**src/rtl/csm_defs.vh**
```
`ifndef CSM_DEFS_VH
`define CSM_DEFS_VH

// Register offsets (byte addresses)
`define CSM_OFF_CTRL1   8'h00
`define CSM_OFF_CTRL2   8'h04
`define CSM_OFF_CTRL3   8'h08
`define CSM_OFF_STAT    8'h0C
`define CSM_OFF_RSE     8'h10
`define CSM_OFF_TSE     8'h14
`define CSM_PAGE_RXB    4'h2
`define CSM_PAGE_TXB    4'h3

// Decoded register selects
`define CSM_SEL_CTRL1   4'h0
`define CSM_SEL_CTRL2   4'h1
`define CSM_SEL_CTRL3   4'h2
`define CSM_SEL_STAT    4'h3
`define CSM_SEL_RSE     4'h4
`define CSM_SEL_TSE     4'h5
`define CSM_SEL_RXB     4'h6
`define CSM_SEL_TXB     4'h7
`define CSM_SEL_NONE    4'hF

// Control 1 bits
`define CSM_EN          15
`define CSM_LOOP        11
`define CSM_SCKD        10
`define CSM_FSD         8
`define CSM_UNDERFLOW_MODE        7
`define CSM_SDOM        6

// Writable bit masks, reset value
`define CSM_MASK_CTRL1  16'hAFE3
`define CSM_MASK_CTRL2  16'h0DEF
`define CSM_MASK_CTRL3  16'h0FFF
`define CSM_RST_REG     16'h0000

// Control 2 and 3 fields
`define CSM_BUFFER_LENGTH        11:10
`define CSM_FLEN        8:5
`define CSM_WSZ         3:0
`define CSM_BCG         11:0

`endif

```
**src/rtl/csm_codec_serial.v**
```verilog
// Register access over APB and the register offsets were decided locally.
`include "csm_defs.vh"

module csm_codec_serial #(
    parameter AW = 8
) (
    // Clock and reset
    input  wire          clk,
    input  wire          rst,
    // APB slave
    input  wire [AW-1:0] paddr,
    input  wire          psel,
    input  wire          penable,
    input  wire          pwrite,
    input  wire [31:0]   pwdata,
    output wire [31:0]   prdata,
    output wire          pready,
    output wire          pslverr,
    // Bit clock pin
    input  wire          bit_clock_pin_i,
    output wire          bit_clock_pin_o,
    output wire          bit_clock_pin_oe_n,
    // Frame sync pin
    input  wire          frame_sync_pin_i,
    output wire          frame_sync_pin_o,
    output wire          frame_sync_pin_oe_n,
    // Serial data pins
    output wire          serial_out_pin_o,
    output wire          serial_out_pin_oe_n,
    input  wire          serial_in_pin_i
);

    ////////////////////////////////////////////////////////////////////////
    // Declarations

    reg  [15:0] ctrl1_ff;
    reg  [15:0] ctrl2_ff;
    reg  [15:0] ctrl3_ff;
    reg  [15:0] rse_ff;
    reg  [15:0] tse_ff;
    reg         rfull_ff;
    reg         rov_ff;
    reg         transmit_underflow_ff;
    reg         tempty_ff;
    reg         txwr_ff;
    reg  [1:0]  ptr_ff;
    reg  [3:0]  slot_ff;
    reg  [3:0]  bit_ff;
    reg         act_ff;
    reg  [15:0] sh_ff;
    reg         sck_s1_ff;
    reg         sck_s2_ff;
    reg         sck_s3_ff;
    reg         fs_s1_ff;
    reg         fs_s2_ff;
    reg         sdi_s1_ff;
    reg         sdi_s2_ff;
    reg         fs_last_ff;
    reg  [11:0] div_ff;
    reg         sck_o_ff;
    reg  [8:0]  fcnt_ff;
    reg         fs_o_ff;
    reg         sdo_o_ff;
    reg         sdo_oe_n_ff;
    reg         sck_oe_n_ff;
    reg         fs_oe_n_ff;
    reg  [31:0] prdata_ff;
    reg         pready_ff;
    reg         pslverr_ff;
    reg  [31:0] nxt_rdata;
    wire [63:0] rxb_v;
    wire [63:0] txb_v;
    wire [63:0] shr_v;
    wire [63:0] sht_v;
    wire [63:0] src_v;

    ////////////////////////////////////////////////////////////////////////
    // Address decode, shared by read mux and write strobes

    function [3:0] csm_dec;
        input [AW-1:0] a;
        begin
            if (a == `CSM_OFF_CTRL1) begin
                csm_dec = `CSM_SEL_CTRL1;
            end else if (a == `CSM_OFF_CTRL2) begin
                csm_dec = `CSM_SEL_CTRL2;
            end else if (a == `CSM_OFF_CTRL3) begin
                csm_dec = `CSM_SEL_CTRL3;
            end else if (a == `CSM_OFF_STAT) begin
                csm_dec = `CSM_SEL_STAT;
            end else if (a == `CSM_OFF_RSE) begin
                csm_dec = `CSM_SEL_RSE;
            end else if (a == `CSM_OFF_TSE) begin
                csm_dec = `CSM_SEL_TSE;
            end else if (a[7:4] == `CSM_PAGE_RXB && a[1:0] == 2'h0) begin
                csm_dec = `CSM_SEL_RXB;
            end else if (a[7:4] == `CSM_PAGE_TXB && a[1:0] == 2'h0) begin
                csm_dec = `CSM_SEL_TXB;
            end else begin
                csm_dec = `CSM_SEL_NONE;
            end
        end
    endfunction

    // Left-justify a word of ws+1 bits held in the low bits
    function [15:0] csm_ljust;
        input [15:0] w;
        input [3:0]  ws;
        begin
            csm_ljust = w << (4'hF - ws);
        end
    endfunction

    ////////////////////////////////////////////////////////////////////////
    // Field views

    wire       en    = ctrl1_ff[`CSM_EN];
    wire       loop  = ctrl1_ff[`CSM_LOOP];
    wire       sckd  = ctrl1_ff[`CSM_SCKD];
    wire       fsd   = ctrl1_ff[`CSM_FSD];
    wire       underflow_mode  = ctrl1_ff[`CSM_UNDERFLOW_MODE];
    wire       sdom  = ctrl1_ff[`CSM_SDOM];
    wire [1:0] buffer_length  = ctrl2_ff[`CSM_BUFFER_LENGTH];
    wire [3:0] flen  = ctrl2_ff[`CSM_FLEN];
    wire [3:0] ws    = ctrl2_ff[`CSM_WSZ];
    wire [11:0] bit_clock_divider  = ctrl3_ff[`CSM_BCG];
    wire [3:0] sel   = csm_dec(paddr);
    wire [1:0] bidx  = paddr[3:2];
    wire       acc   = psel & penable & pready_ff;
    wire       wr    = acc & pwrite;
    wire       rd    = acc & ~pwrite;

    ////////////////////////////////////////////////////////////////////////
    // Bit clock edges: synchronised pin or internal divider

    wire gen_tog = en & ~sckd & (div_ff == bit_clock_divider);
    wire sck_r   = ~sck_s3_ff & sck_s2_ff;
    wire sck_f   = sck_s3_ff & ~sck_s2_ff;
    wire rise    = en & (sckd ? sck_r : (gen_tog & ~sck_o_ff));
    wire fall    = en & (sckd ? sck_f : (gen_tog & sck_o_ff));

    // Frame sync source and start-of-frame event
    wire fs_src  = fsd ? fs_s2_ff : fs_o_ff;
    wire start   = rise & fs_src & ~fs_last_ff;
    wire sdi_bit = loop ? sdo_o_ff : sdi_s2_ff;

    // Frame length in bits, at most 16 slots of 16 bits
    wire [8:0] frm_bits = ({5'h0, flen} + 9'h001) * ({5'h0, ws} + 9'h001);

    ////////////////////////////////////////////////////////////////////////
    // Word and block bookkeeping

    wire        used   = rse_ff[slot_ff] | tse_ff[slot_ff];
    wire        wend   = rise & act_ff & (bit_ff == ws);
    wire        wrap   = wend & used & (ptr_ff == buffer_length);
    wire [1:0]  p_nxt  = wrap ? 2'h0 : (ptr_ff + {1'b0, wend & used});
    wire [15:0] rx_wd  = csm_ljust({sh_ff[14:0], sdi_bit}, ws);
    wire        rx_st  = wend & rse_ff[slot_ff];
    wire        rf_clr = rd & (sel == `CSM_SEL_RXB) & (bidx == buffer_length);
    wire        te_clr = wr & (sel == `CSM_SEL_TXB) & (bidx == buffer_length);
    wire [15:0] ld_wd  = wrap ? src_v[15:0] : sht_v[16*p_nxt +: 16];

    ////////////////////////////////////////////////////////////////////////
    // Per-word storage: software registers and serial-side shadows

    genvar gi;
    generate
        for (gi = 0; gi < 4; gi = gi + 1) begin : g_buf
            reg [15:0] rxb_ff;
            reg [15:0] txb_ff;
            reg [15:0] shr_ff;
            reg [15:0] sht_ff;
            assign rxb_v[16*gi +: 16] = rxb_ff;
            assign txb_v[16*gi +: 16] = txb_ff;
            assign shr_v[16*gi +: 16] = shr_ff;
            assign sht_v[16*gi +: 16] = sht_ff;
            // Unwritten block sends the last value or zeros
            assign src_v[16*gi +: 16] = (txwr_ff | underflow_mode) ? txb_ff : 16'h0000;
            // rxb_ff and sht_ff move only at block wrap, so software never races the shifter
            always @(posedge clk or posedge rst) begin
                if (rst) begin
                    rxb_ff <= `CSM_RST_REG;
                    txb_ff <= `CSM_RST_REG;
                    shr_ff <= `CSM_RST_REG;
                    sht_ff <= `CSM_RST_REG;
                end else begin
                    if (wr && sel == `CSM_SEL_TXB && bidx == gi) begin
                        txb_ff <= pwdata[15:0];
                    end
                    if (rx_st && ptr_ff == gi) begin
                        shr_ff <= rx_wd;
                    end
                    if (wrap) begin
                        rxb_ff <= (rx_st && ptr_ff == gi) ? rx_wd : shr_ff;
                        sht_ff <= src_v[16*gi +: 16];
                    end
                end
            end
        end
    endgenerate

    ////////////////////////////////////////////////////////////////////////
    // Pin synchronisers; first stage read only by second

    always @(posedge clk or posedge rst) begin
        if (rst) begin
            sck_s1_ff <= 1'b0;
            sck_s2_ff <= 1'b0;
            sck_s3_ff <= 1'b0;
            fs_s1_ff  <= 1'b0;
            fs_s2_ff  <= 1'b0;
            sdi_s1_ff <= 1'b0;
            sdi_s2_ff <= 1'b0;
        end else begin
            sck_s1_ff <= bit_clock_pin_i;
            sck_s2_ff <= sck_s1_ff;
            sck_s3_ff <= sck_s2_ff; // Edge history
            fs_s1_ff  <= frame_sync_pin_i;
            fs_s2_ff  <= fs_s1_ff;
            sdi_s1_ff <= serial_in_pin_i;
            sdi_s2_ff <= sdi_s1_ff;
        end
    end

    ////////////////////////////////////////////////////////////////////////
    // Bit clock generator, period 2*(divider+1) cycles

    always @(posedge clk or posedge rst) begin
        if (rst) begin
            div_ff   <= 12'h000;
            sck_o_ff <= 1'b0;
        end else if (!en || sckd) begin
            div_ff   <= 12'h000;
            sck_o_ff <= 1'b0;
        end else if (gen_tog) begin
            div_ff   <= 12'h000;
            sck_o_ff <= ~sck_o_ff;
        end else begin
            div_ff   <= div_ff + 12'h001;
        end
    end

    ////////////////////////////////////////////////////////////////////////
    // Frame sync generator: one bit wide, in the bit before slot 0

    always @(posedge clk or posedge rst) begin
        if (rst) begin
            fcnt_ff <= 9'h000;
            fs_o_ff <= 1'b0;
        end else if (!en || fsd) begin
            fcnt_ff <= 9'h000;
            fs_o_ff <= 1'b0;
        end else if (fall) begin
            fs_o_ff <= (fcnt_ff == 9'h000);
            fcnt_ff <= (fcnt_ff == frm_bits - 9'h001) ? 9'h000 : fcnt_ff + 9'h001;
        end
    end

    ////////////////////////////////////////////////////////////////////////
    // Shifter, bit and slot counters, word pointer

    always @(posedge clk or posedge rst) begin
        if (rst) begin
            act_ff     <= 1'b0;
            bit_ff     <= 4'h0;
            slot_ff    <= 4'h0;
            ptr_ff     <= 2'h0;
            sh_ff      <= 16'h0000;
            fs_last_ff <= 1'b0;
        end else if (!en) begin
            act_ff     <= 1'b0;
            bit_ff     <= 4'h0;
            slot_ff    <= 4'h0;
            ptr_ff     <= 2'h0;
            fs_last_ff <= 1'b0;
        end else if (rise) begin
            fs_last_ff <= fs_src;
            ptr_ff     <= p_nxt;
            if (wend) begin
                bit_ff  <= 4'h0;
                slot_ff <= slot_ff + 4'h1;
                sh_ff   <= ld_wd;
                if (slot_ff == flen) begin
                    act_ff <= 1'b0;
                end
            end else if (act_ff) begin
                bit_ff <= bit_ff + 4'h1;
                sh_ff  <= {sh_ff[14:0], sdi_bit};
            end
            // A new frame overrides whatever word was ending
            if (start) begin
                act_ff  <= 1'b1;
                bit_ff  <= 4'h0;
                slot_ff <= 4'h0;
                sh_ff   <= ld_wd;
            end
        end
    end

    ////////////////////////////////////////////////////////////////////////
    // Pin drivers; enables are low while driving

    always @(posedge clk or posedge rst) begin
        if (rst) begin
            sck_oe_n_ff <= 1'b1;
            fs_oe_n_ff  <= 1'b1;
            sdo_o_ff    <= 1'b0;
            sdo_oe_n_ff <= 1'b1;
        end else begin
            sck_oe_n_ff <= ~(en & ~sckd);
            fs_oe_n_ff  <= ~(en & ~fsd);
            if (!en) begin
                sdo_o_ff    <= 1'b0;
                sdo_oe_n_ff <= 1'b1;
            end else if (fall) begin
                if (act_ff && tse_ff[slot_ff]) begin
                    sdo_o_ff    <= sh_ff[15];
                    sdo_oe_n_ff <= 1'b0;
                end else begin
                    sdo_o_ff    <= 1'b0;
                    sdo_oe_n_ff <= sdom;
                end
            end else if (!act_ff) begin
                // Idle level at once after enable, not only from the next fall
                sdo_o_ff    <= 1'b0;
                sdo_oe_n_ff <= sdom;
            end
        end
    end

    ////////////////////////////////////////////////////////////////////////
    // Status flags; hardware set wins over software clear, except rov_ff, where the clear wins

    always @(posedge clk or posedge rst) begin
        if (rst) begin
            rfull_ff  <= 1'b0;
            rov_ff    <= 1'b0;
            transmit_underflow_ff   <= 1'b0;
            tempty_ff <= 1'b0;
            txwr_ff   <= 1'b0;
        end else begin
            if (wrap) begin
                rfull_ff <= 1'b1;
            end else if (rf_clr) begin
                rfull_ff <= 1'b0;
            end
            if (wrap && rfull_ff && !rf_clr) begin
                rov_ff <= 1'b1;
            end else if (rf_clr) begin
                rov_ff <= 1'b0;
            end
            if (wrap) begin
                tempty_ff <= 1'b1;
            end else if (te_clr) begin
                tempty_ff <= 1'b0;
            end
            if (wrap && !txwr_ff) begin
                transmit_underflow_ff <= 1'b1;
            end else if (te_clr) begin
                transmit_underflow_ff <= 1'b0;
            end
            if (te_clr) begin
                txwr_ff <= 1'b1;
            end else if (wrap) begin
                txwr_ff <= 1'b0;
            end
        end
    end

    ////////////////////////////////////////////////////////////////////////
    // Register writes

    always @(posedge clk or posedge rst) begin
        if (rst) begin
            ctrl1_ff <= `CSM_RST_REG;
            ctrl2_ff <= `CSM_RST_REG;
            ctrl3_ff <= `CSM_RST_REG;
            rse_ff   <= `CSM_RST_REG;
            tse_ff   <= `CSM_RST_REG;
        end else if (wr) begin
            if (sel == `CSM_SEL_CTRL1) begin
                ctrl1_ff <= pwdata[15:0] & `CSM_MASK_CTRL1;
            end else if (sel == `CSM_SEL_CTRL2) begin
                ctrl2_ff <= pwdata[15:0] & `CSM_MASK_CTRL2;
            end else if (sel == `CSM_SEL_CTRL3) begin
                ctrl3_ff <= pwdata[15:0] & `CSM_MASK_CTRL3;
            end else if (sel == `CSM_SEL_RSE) begin
                rse_ff   <= pwdata[15:0];
            end else if (sel == `CSM_SEL_TSE) begin
                tse_ff   <= pwdata[15:0];
            end
        end
    end

    ////////////////////////////////////////////////////////////////////////
    // Read mux; status bits 15-12 and 7-4 read as zero

    always @* begin
        nxt_rdata = 32'h00000000;
        if (sel == `CSM_SEL_CTRL1) begin
            nxt_rdata[15:0] = ctrl1_ff;
        end else if (sel == `CSM_SEL_CTRL2) begin
            nxt_rdata[15:0] = ctrl2_ff;
        end else if (sel == `CSM_SEL_CTRL3) begin
            nxt_rdata[15:0] = ctrl3_ff;
        end else if (sel == `CSM_SEL_STAT) begin
            nxt_rdata[15:0] = {4'h0, slot_ff, 4'h0, rov_ff, rfull_ff, transmit_underflow_ff, tempty_ff};
        end else if (sel == `CSM_SEL_RSE) begin
            nxt_rdata[15:0] = rse_ff;
        end else if (sel == `CSM_SEL_TSE) begin
            nxt_rdata[15:0] = tse_ff;
        end else if (sel == `CSM_SEL_RXB) begin
            nxt_rdata[15:0] = rxb_v[16*bidx +: 16];
        end else if (sel == `CSM_SEL_TXB) begin
            nxt_rdata[15:0] = txb_v[16*bidx +: 16];
        end
    end

    ////////////////////////////////////////////////////////////////////////
    // APB answer: data captured at setup, ready in first access cycle

    always @(posedge clk or posedge rst) begin
        if (rst) begin
            pready_ff  <= 1'b0;
            pslverr_ff <= 1'b0;
            prdata_ff  <= 32'h00000000;
        end else begin
            pready_ff <= psel & ~penable;
            if (psel && !penable) begin
                pslverr_ff <= (sel == `CSM_SEL_NONE);
                prdata_ff  <= pwrite ? 32'h00000000 : nxt_rdata;
            end else begin
                pslverr_ff <= 1'b0;
            end
        end
    end

    // Outputs straight from flops
    assign prdata              = prdata_ff;
    assign pready              = pready_ff;
    assign pslverr             = pslverr_ff;
    assign bit_clock_pin_o     = sck_o_ff;
    assign bit_clock_pin_oe_n  = sck_oe_n_ff;
    assign frame_sync_pin_o    = fs_o_ff;
    assign frame_sync_pin_oe_n = fs_oe_n_ff;
    assign serial_out_pin_o    = sdo_o_ff;
    assign serial_out_pin_oe_n = sdo_oe_n_ff;

endmodule

```
**config.mk**
```make
export PLATFORM = sky130hd
export DESIGN_NAME = csm_codec_serial
export DESIGN_NICKNAME = d
export VERILOG_FILES = /design/src/rtl/csm_codec_serial.v
export VERILOG_INCLUDE_DIRS = /design/src /design/src/rtl
export SDC_FILE = /design/constraint.sdc
export NUM_CORES = 1
export LEC_CHECK = 0
export BUFFER_PORTS_ARGS = -buffer_cell sky130_fd_sc_hd__buf_2
export CAP_MARGIN = 20
export CORE_MARGIN = 5
export CORE_UTILIZATION = 52
export CTS_CLUSTER_SIZE = 14
export DETAILED_ROUTE_END_ITERATION = 8
export HOLD_SLACK_MARGIN = 0.03
export PLACE_DENSITY = 0.73
export SYNTH_ARGS = -nofsm -noshare
export SYNTH_HDL_FRONTEND = slang
export SYNTH_SLANG_ARGS = --single-unit
```
**constraint.sdc**
```tcl
create_clock -name clk -period 18.5 [get_ports clk]
set_input_delay 2.775 -clock clk [delete_from_list [all_inputs] [get_ports clk]]
set_output_delay 2.775 -clock clk [all_outputs]
set_load 0.02 [all_outputs]
```
Word level (Yosys, flattened, before mapping). Cells that the tools add are included.

Add/sub/neg operators: 9. Multiply operators: 1. Divide/modulo/power cells: 0. $lt $le $gt $ge: 1. Eq/ne operators: 32. Shift-type cells: 4. Mux-type cells: 82. Bitwise operators: 41. Reduce and logical (&&, ||, !) cells: 44.

Operator list (number): $mux 16 (21); $shiftx 64x7->16 (3); $mux 4 (17); $mux 1 (34); $mux 9 (3); $and 1x1->1 (25); $mux 12 (2); $eq 4x2->1 const B (4); $eq 4x3->1 const B (4); $eq 8x4->1 const B (2); $eq 8x5->1 const B (2); $logic_and 1x1->1 (16); $shl 16x4->16 (1); $not 1->1 (14); $add 12x1->12 const B (1); $eq 12x12->1 (1); $reduce_bool 2->1 (6); $add 4x1->5 const B (2); $add 9x1->9 const B (1); $eq 9x9->1 (1); $logic_not 9->1 (1); $mul 5x5->9 (1); $reduce_and 3->1 (3); $sub 9x1->9 const B (1); 28 further kinds (48).

Register bits after elaboration: 422. Latch bits: 0. Bits in writable memories: 0. ROM bits: 0. Bits of input ports: 48. Output and inout port bits: 40. Logic and storage cells: 264. Memories kept: 0.

Logic depth before layout (Yosys ltp).
Depth after elaboration: 20. Depth in mapped cells: 17. Gate-level depth less buffers: 16.

Worst setup path after synthesis. No wires, ideal clock.

Path type: input to register. Start: input port paddr[1]. End: register g_buf[0].txb_ff[0]. Library setup time: 125 ps. Data arrival time: 4793 ps. Data required time: 18375 ps. Slack: 13582 ps. Stages on the path: 7. Path buffers: 2. Cells stage by stage: nor4_1 and2_1 clkbuf_1 nand3_1 nor3_1 buf_2 mux2_2.

Word-level cells in the longest chain between the ends: 13. Elaborated cells on any way between the ends: 20. Classes of those cells: eq/ne (6); mux (8); reduce/logical (6).

RTL lines: start, declared (line csm_codec_serial.v:11) `input wire [AW-1:0] paddr,`; $logic_not 2->1 (line csm_codec_serial.v:95, csm_codec_serial.v:97); $logic_and 1x1->1 (line csm_codec_serial.v:97) `` end else if (a[7:4] == `CSM_PAGE_TXB && a[1:0] == 2'h0) begin ``; $mux 4 (line csm_codec_serial.v:97); $mux 4 (line csm_codec_serial.v:95) `` end else if (a[7:4] == `CSM_PAGE_RXB && a[1:0] == 2'h0) begin ``; $mux 4 (line csm_codec_serial.v:93) `` end else if (a == `CSM_OFF_TSE) begin ``; $mux 4 (line csm_codec_serial.v:91) `` end else if (a == `CSM_OFF_RSE) begin ``; $mux 4 (line csm_codec_serial.v:89) `` end else if (a == `CSM_OFF_STAT) begin ``; $mux 4 (line csm_codec_serial.v:87) `` end else if (a == `CSM_OFF_CTRL3) begin ``; $mux 4 (line csm_codec_serial.v:85) `` end else if (a == `CSM_OFF_CTRL2) begin ``; $mux 4 (*) (line csm_codec_serial.v:83) `` if (a == `CSM_OFF_CTRL1) begin ``; $eq 4x3->1 (no line) (*); $logic_and 1x1->1 (no line) (*); $logic_and 1x1->1 (*) (line csm_codec_serial.v:187) `` if (wr && sel == `CSM_SEL_TXB && bidx == gi) begin ``; end signal, assigned (line csm_codec_serial.v:183) `` txb_ff <= `CSM_RST_REG; ``; end signal, assigned (line csm_codec_serial.v:188) `txb_ff <= pwdata[15:0];`; end, declared (line csm_codec_serial.v:170) `reg [15:0] txb_ff;`.

Every way passes the cells marked *; elsewhere a longest branch is shown, timed or not. A chain may end at the register's enable or synchronous reset.

Final worst setup path.
Start: input port paddr[1]. End: register ctrl3_ff[0].

Word-level cells in the longest chain between the ends: 13. Elaborated cells on any way between the ends: 23. Classes of those cells: eq/ne (7); mux (8); bitwise (2); reduce/logical (6).

RTL lines: $logic_not 2->1 (line csm_codec_serial.v:95, csm_codec_serial.v:97); $logic_and 1x1->1 (line csm_codec_serial.v:97); $mux 4 (line csm_codec_serial.v:97); $mux 4 (line csm_codec_serial.v:95); $mux 4 (line csm_codec_serial.v:93); $mux 4 (line csm_codec_serial.v:91); $mux 4 (line csm_codec_serial.v:89); $mux 4 (line csm_codec_serial.v:87); $mux 4 (line csm_codec_serial.v:85); $mux 4 (*) (line csm_codec_serial.v:83); $eq 4x1->1 (no line) or $logic_not 4->1 (tied branches); $not 1->1 (no line); $reduce_and 4->1 (no line) (*); end signal, assigned (line csm_codec_serial.v:377) `` ctrl3_ff <= `CSM_RST_REG; ``; end signal, assigned (line csm_codec_serial.v:386) `` ctrl3_ff <= pwdata[15:0] & `CSM_MASK_CTRL3; ``; end, declared (line csm_codec_serial.v:38) `reg [15:0] ctrl3_ff;`.

Marks and branches as above.

==> results.md <==
* Status: completed
* CP max FO at 12
* Power density over the cells at 81.8 nW/µm²
* TritonCTS clock tree: done
* Vias in the first global route at 14400
* Drt via density at 6.06
* Crit path launch type: input port
* Layout net count at 1907
* Worst setup EP type: flip-flop
* Largest net degree at the start of global routing at 121
* Final setup violation count at 0
* Die Footprint at 43300 µm²
* Setup repair after global routing missed its margin: no
* Hold Path Sink: fs_s2_ff$_DFF_PP0_
* First-pass detailed-route iteration total at 7
* Routed vias at 14400
* IO Port Bufs at 55
* Tcrit/Tclk final at 27.2%
* Clock buffer depth at 3
* Total wire length at 50.7 mm
* Yosys warning total at 0
* Fin. Hold Viols at 0
* Avg Cell Area, Syn at 11.3 µm²
* Std-Cell Rows at 72
* Gpl congestion at 0.900
* Global-route usage over all layers at 23.2%
* Predominant post-synthesis flop cell: dfrtp_1
* IO Pins at 88
* Worst reg-to-reg setup slack at 13.63 ns
* Worst min path class: reg2reg
* Crit path kind: in2reg
* Die Width at 208 µm
* Routed Antenna Nets at 0
* Final std cells w/o fill at 2373
* Initial drt markers at 1225
* Post-synth top area share at 49.5%
* Routed wire length per instance at 21.4 µm
* DRC viols at 0
* HPWL Detailed at 34.0 mm
* Clock Latency Late Sink at 0.56 ns
* Worst-case reg-to-reg path depth at 16
* Clock root cell: clkbuf_16
* Placed cell area at 20900 µm²
* Fin Clk Skew at 0.0162 ns
* Fraction of registers with async set/reset at 100%
* Library cells used by synthesis at 76
* CP arrival at 5.47 ns
* Max VDD drop at 63.9 µV
* Post-layout min period at 5.03 ns
* Max Fclk at 0.199 GHz
* CTS buffer count at 43
* Worst-Margin Slew at 1.11 ns
* Final Power at 1.83 mW
* Synthesis-to-finish area growth at 9.94%
* Relative slew slack at 25.2%
* Register bit total from synthesis at 406
* Die H at 208 µm
* Placed Instances at 2295
* Grt total ovfl at 0
* Dominant cell type by area after synthesis: dfrtp_1
* Design Area, Final at 22400 µm²
* Start of the worst register-to-register path: ctrl2_ff[5]$_DFFE_PP0P_
* Mapped Area at 20400 µm²
* Post-synthesis sequential area ratio at 49.9%
* Cts repair resizes at 0
* Hold path depth at 0
* Clock slew at reported path FFs at 0.06 ns
* Core area at 38700 µm²
* Layout cells sized above 1 at 23.3%
* Leakage at 11.0 nW
* Sinks on the clock net at 406
* Post-CTS setup buffers at 0
* CP Data Required Time at 18.94 ns
* Max-cap violations at 0
* Htree depth at 2
* Initial Utilization at 52.6%
* Antenna violations before repair at 0
* Post-Synthesis Cells at 1805
* Area contributors post-synth: dfrtp_1, mux2_2, mux4_2
* R2R Path End: fcnt_ff[4]$_DFFE_PP0P_
* CTS Hold Bufs at 0
* Diodes inserted at 0
* Max Slew Vio Count at 0
* Hold Path Origin: fs_s1_ff$_DFF_PP0_
* First-pass GRT wire length at 81.1 mm
* EDFF count, synth at 0
* Setup_tns at 0 ns
## cell type report
| cell class | count | area [µm²] |
|---|---|---|
| flip-flops and latches | 406 | 10200 |
| fillers | 3159 | 16300 |
| inverters | 62 | 240 |
| clock inverters | 15 | 173 |
| clock buffers | 62 | 1270 |
| well taps | 518 | 648 |
| repair buffers | 81 | 500 |
| multi-input cells | 1229 | 9410 |
## kinds of logic (layout without fill, tap and decap cells)
| family | Yosys count | count (layout) | synth area share [%] |
|---|---|---|---|
| AOI/OAI and AO/OA | 237 | 237 | 7.94 |
| xor gates and xnor gates | 63 | 63 | 2.71 |
| adders and majority gates | 36 | 36 | 2.65 |
| buffers and inverters | 185 | 220 | 4.35 |
| DFF | 406 | 406 | 49.9 |
| muxes | 303 | 303 | 19.6 |
| other | 1 | 16 | 0.0184 |
| and+or+nand+nor | 574 | 574 | 12.9 |
## critical path, stage by stage
cell	delay, ns
buf_2	0.10
or4_1	0.68
nor2_2	0.36
nand2_1	0.28
nor2_1	0.38
nand2_1	0.46
mux2_2	0.42
## power by group
group	total, mW	internal [mW]	switching (mW)
sequential	0.893	0.891	0.00193
combinational	0.0664	0.0156	0.0508
clock	0.875	0.521	0.354
## metrics by stage
step / util, % / setup slack [ns] / hold WS [ns]
after CTS: 57.8 / 13.54 / 0.364
after detailed placement: 54.1 / 12.97 / 0.350
after global placement: 54.0 / 12.79 / 0.339
final: 57.8 / 13.47 / 0.361
after global routing: 57.8 / 13.20 / 0.368
after floorplan: - / 4.44 / 0.331
## layout by cell type (no fill, tap or decap), drive strengths merged, types with 35 or more instances in the layout
cell type and instances:
clkbuf 62, nor2 81, o21ai 50, a31oi 35
dfrtp 403, mux2 188, buf 81, mux2i 57
inv 64, mux4 58, nand3 98, nand2 281
## layer usage
| metal | track usage (%) | vias to the layer above | wire length (µm) |
|---|---|---|---|
| li1 | - | 6405 | - |
| met1 | 33.5 | 7364 | 22100 |
| met2 | 37.0 | 502 | 24100 |
| met3 | 3.62 | 101 | 3140 |
| met4 | 6.68 | 0 | 1450 |
| met5 | 0 | - | 0 |
## how the worst max path moves through the flow
stage                                  startpoint                              end  slack, ns  depth (start not counted)
after floorplan                               rst               act_ff$_DFFE_PP0P_       4.44                          1
after global placement                   paddr[2]   g_buf[3].txb_ff[5]$_DFFE_PP0P_      12.79                          4
after detailed placement                      rst  g_buf[2].txb_ff[14]$_DFFE_PP0P_      12.97                          4
after CTS                                     rst  g_buf[3].sht_ff[12]$_DFFE_PP0P_      13.54                          4
after global routing      ctrl2_ff[5]$_DFFE_PP0P_           fcnt_ff[4]$_DFFE_PP0P_      13.20                         16
final                                    paddr[1]          ctrl3_ff[0]$_DFFE_PP0P_      13.47                          7
## flip-flops by register name (all words and copies together), names as in the netlist, 16 cells and up
register	count
g_buf.rxb_ff	64
prdata	16
g_buf.txb_ff	64
tse_ff	16
sh_ff	16
g_buf.sht_ff	64
g_buf.shr_ff	64
rse_ff	16
## Yosys cell counts, drive strengths merged (3+ instances only)
master	count
nand4	9
nand3	98
nor2	81
ha	24
nand2b	15
a2111oi	3
o21ai	50
mux2	188
o211ai	12
a21o	3
a22oi	3
nor3	11
nand2	281
o2bb2ai	6
o221ai	5
nand3b	5
o22ai	24
o41ai	7
a21oi	32
o31ai	4
dfstp	3
dfrtp	403
a211oi	17
xnor2	32
o2111ai	4
xor2	31
mux4	58
o221a	3
or2	17
inv	62
buf	76
fa	12
clkbuf	47
nor2b	16
or3	3
and3	11
mux2i	57
a31oi	35
nor4	7
a222oi	3
a22o	13
and2	10
(Power assumes the default switching activity.)
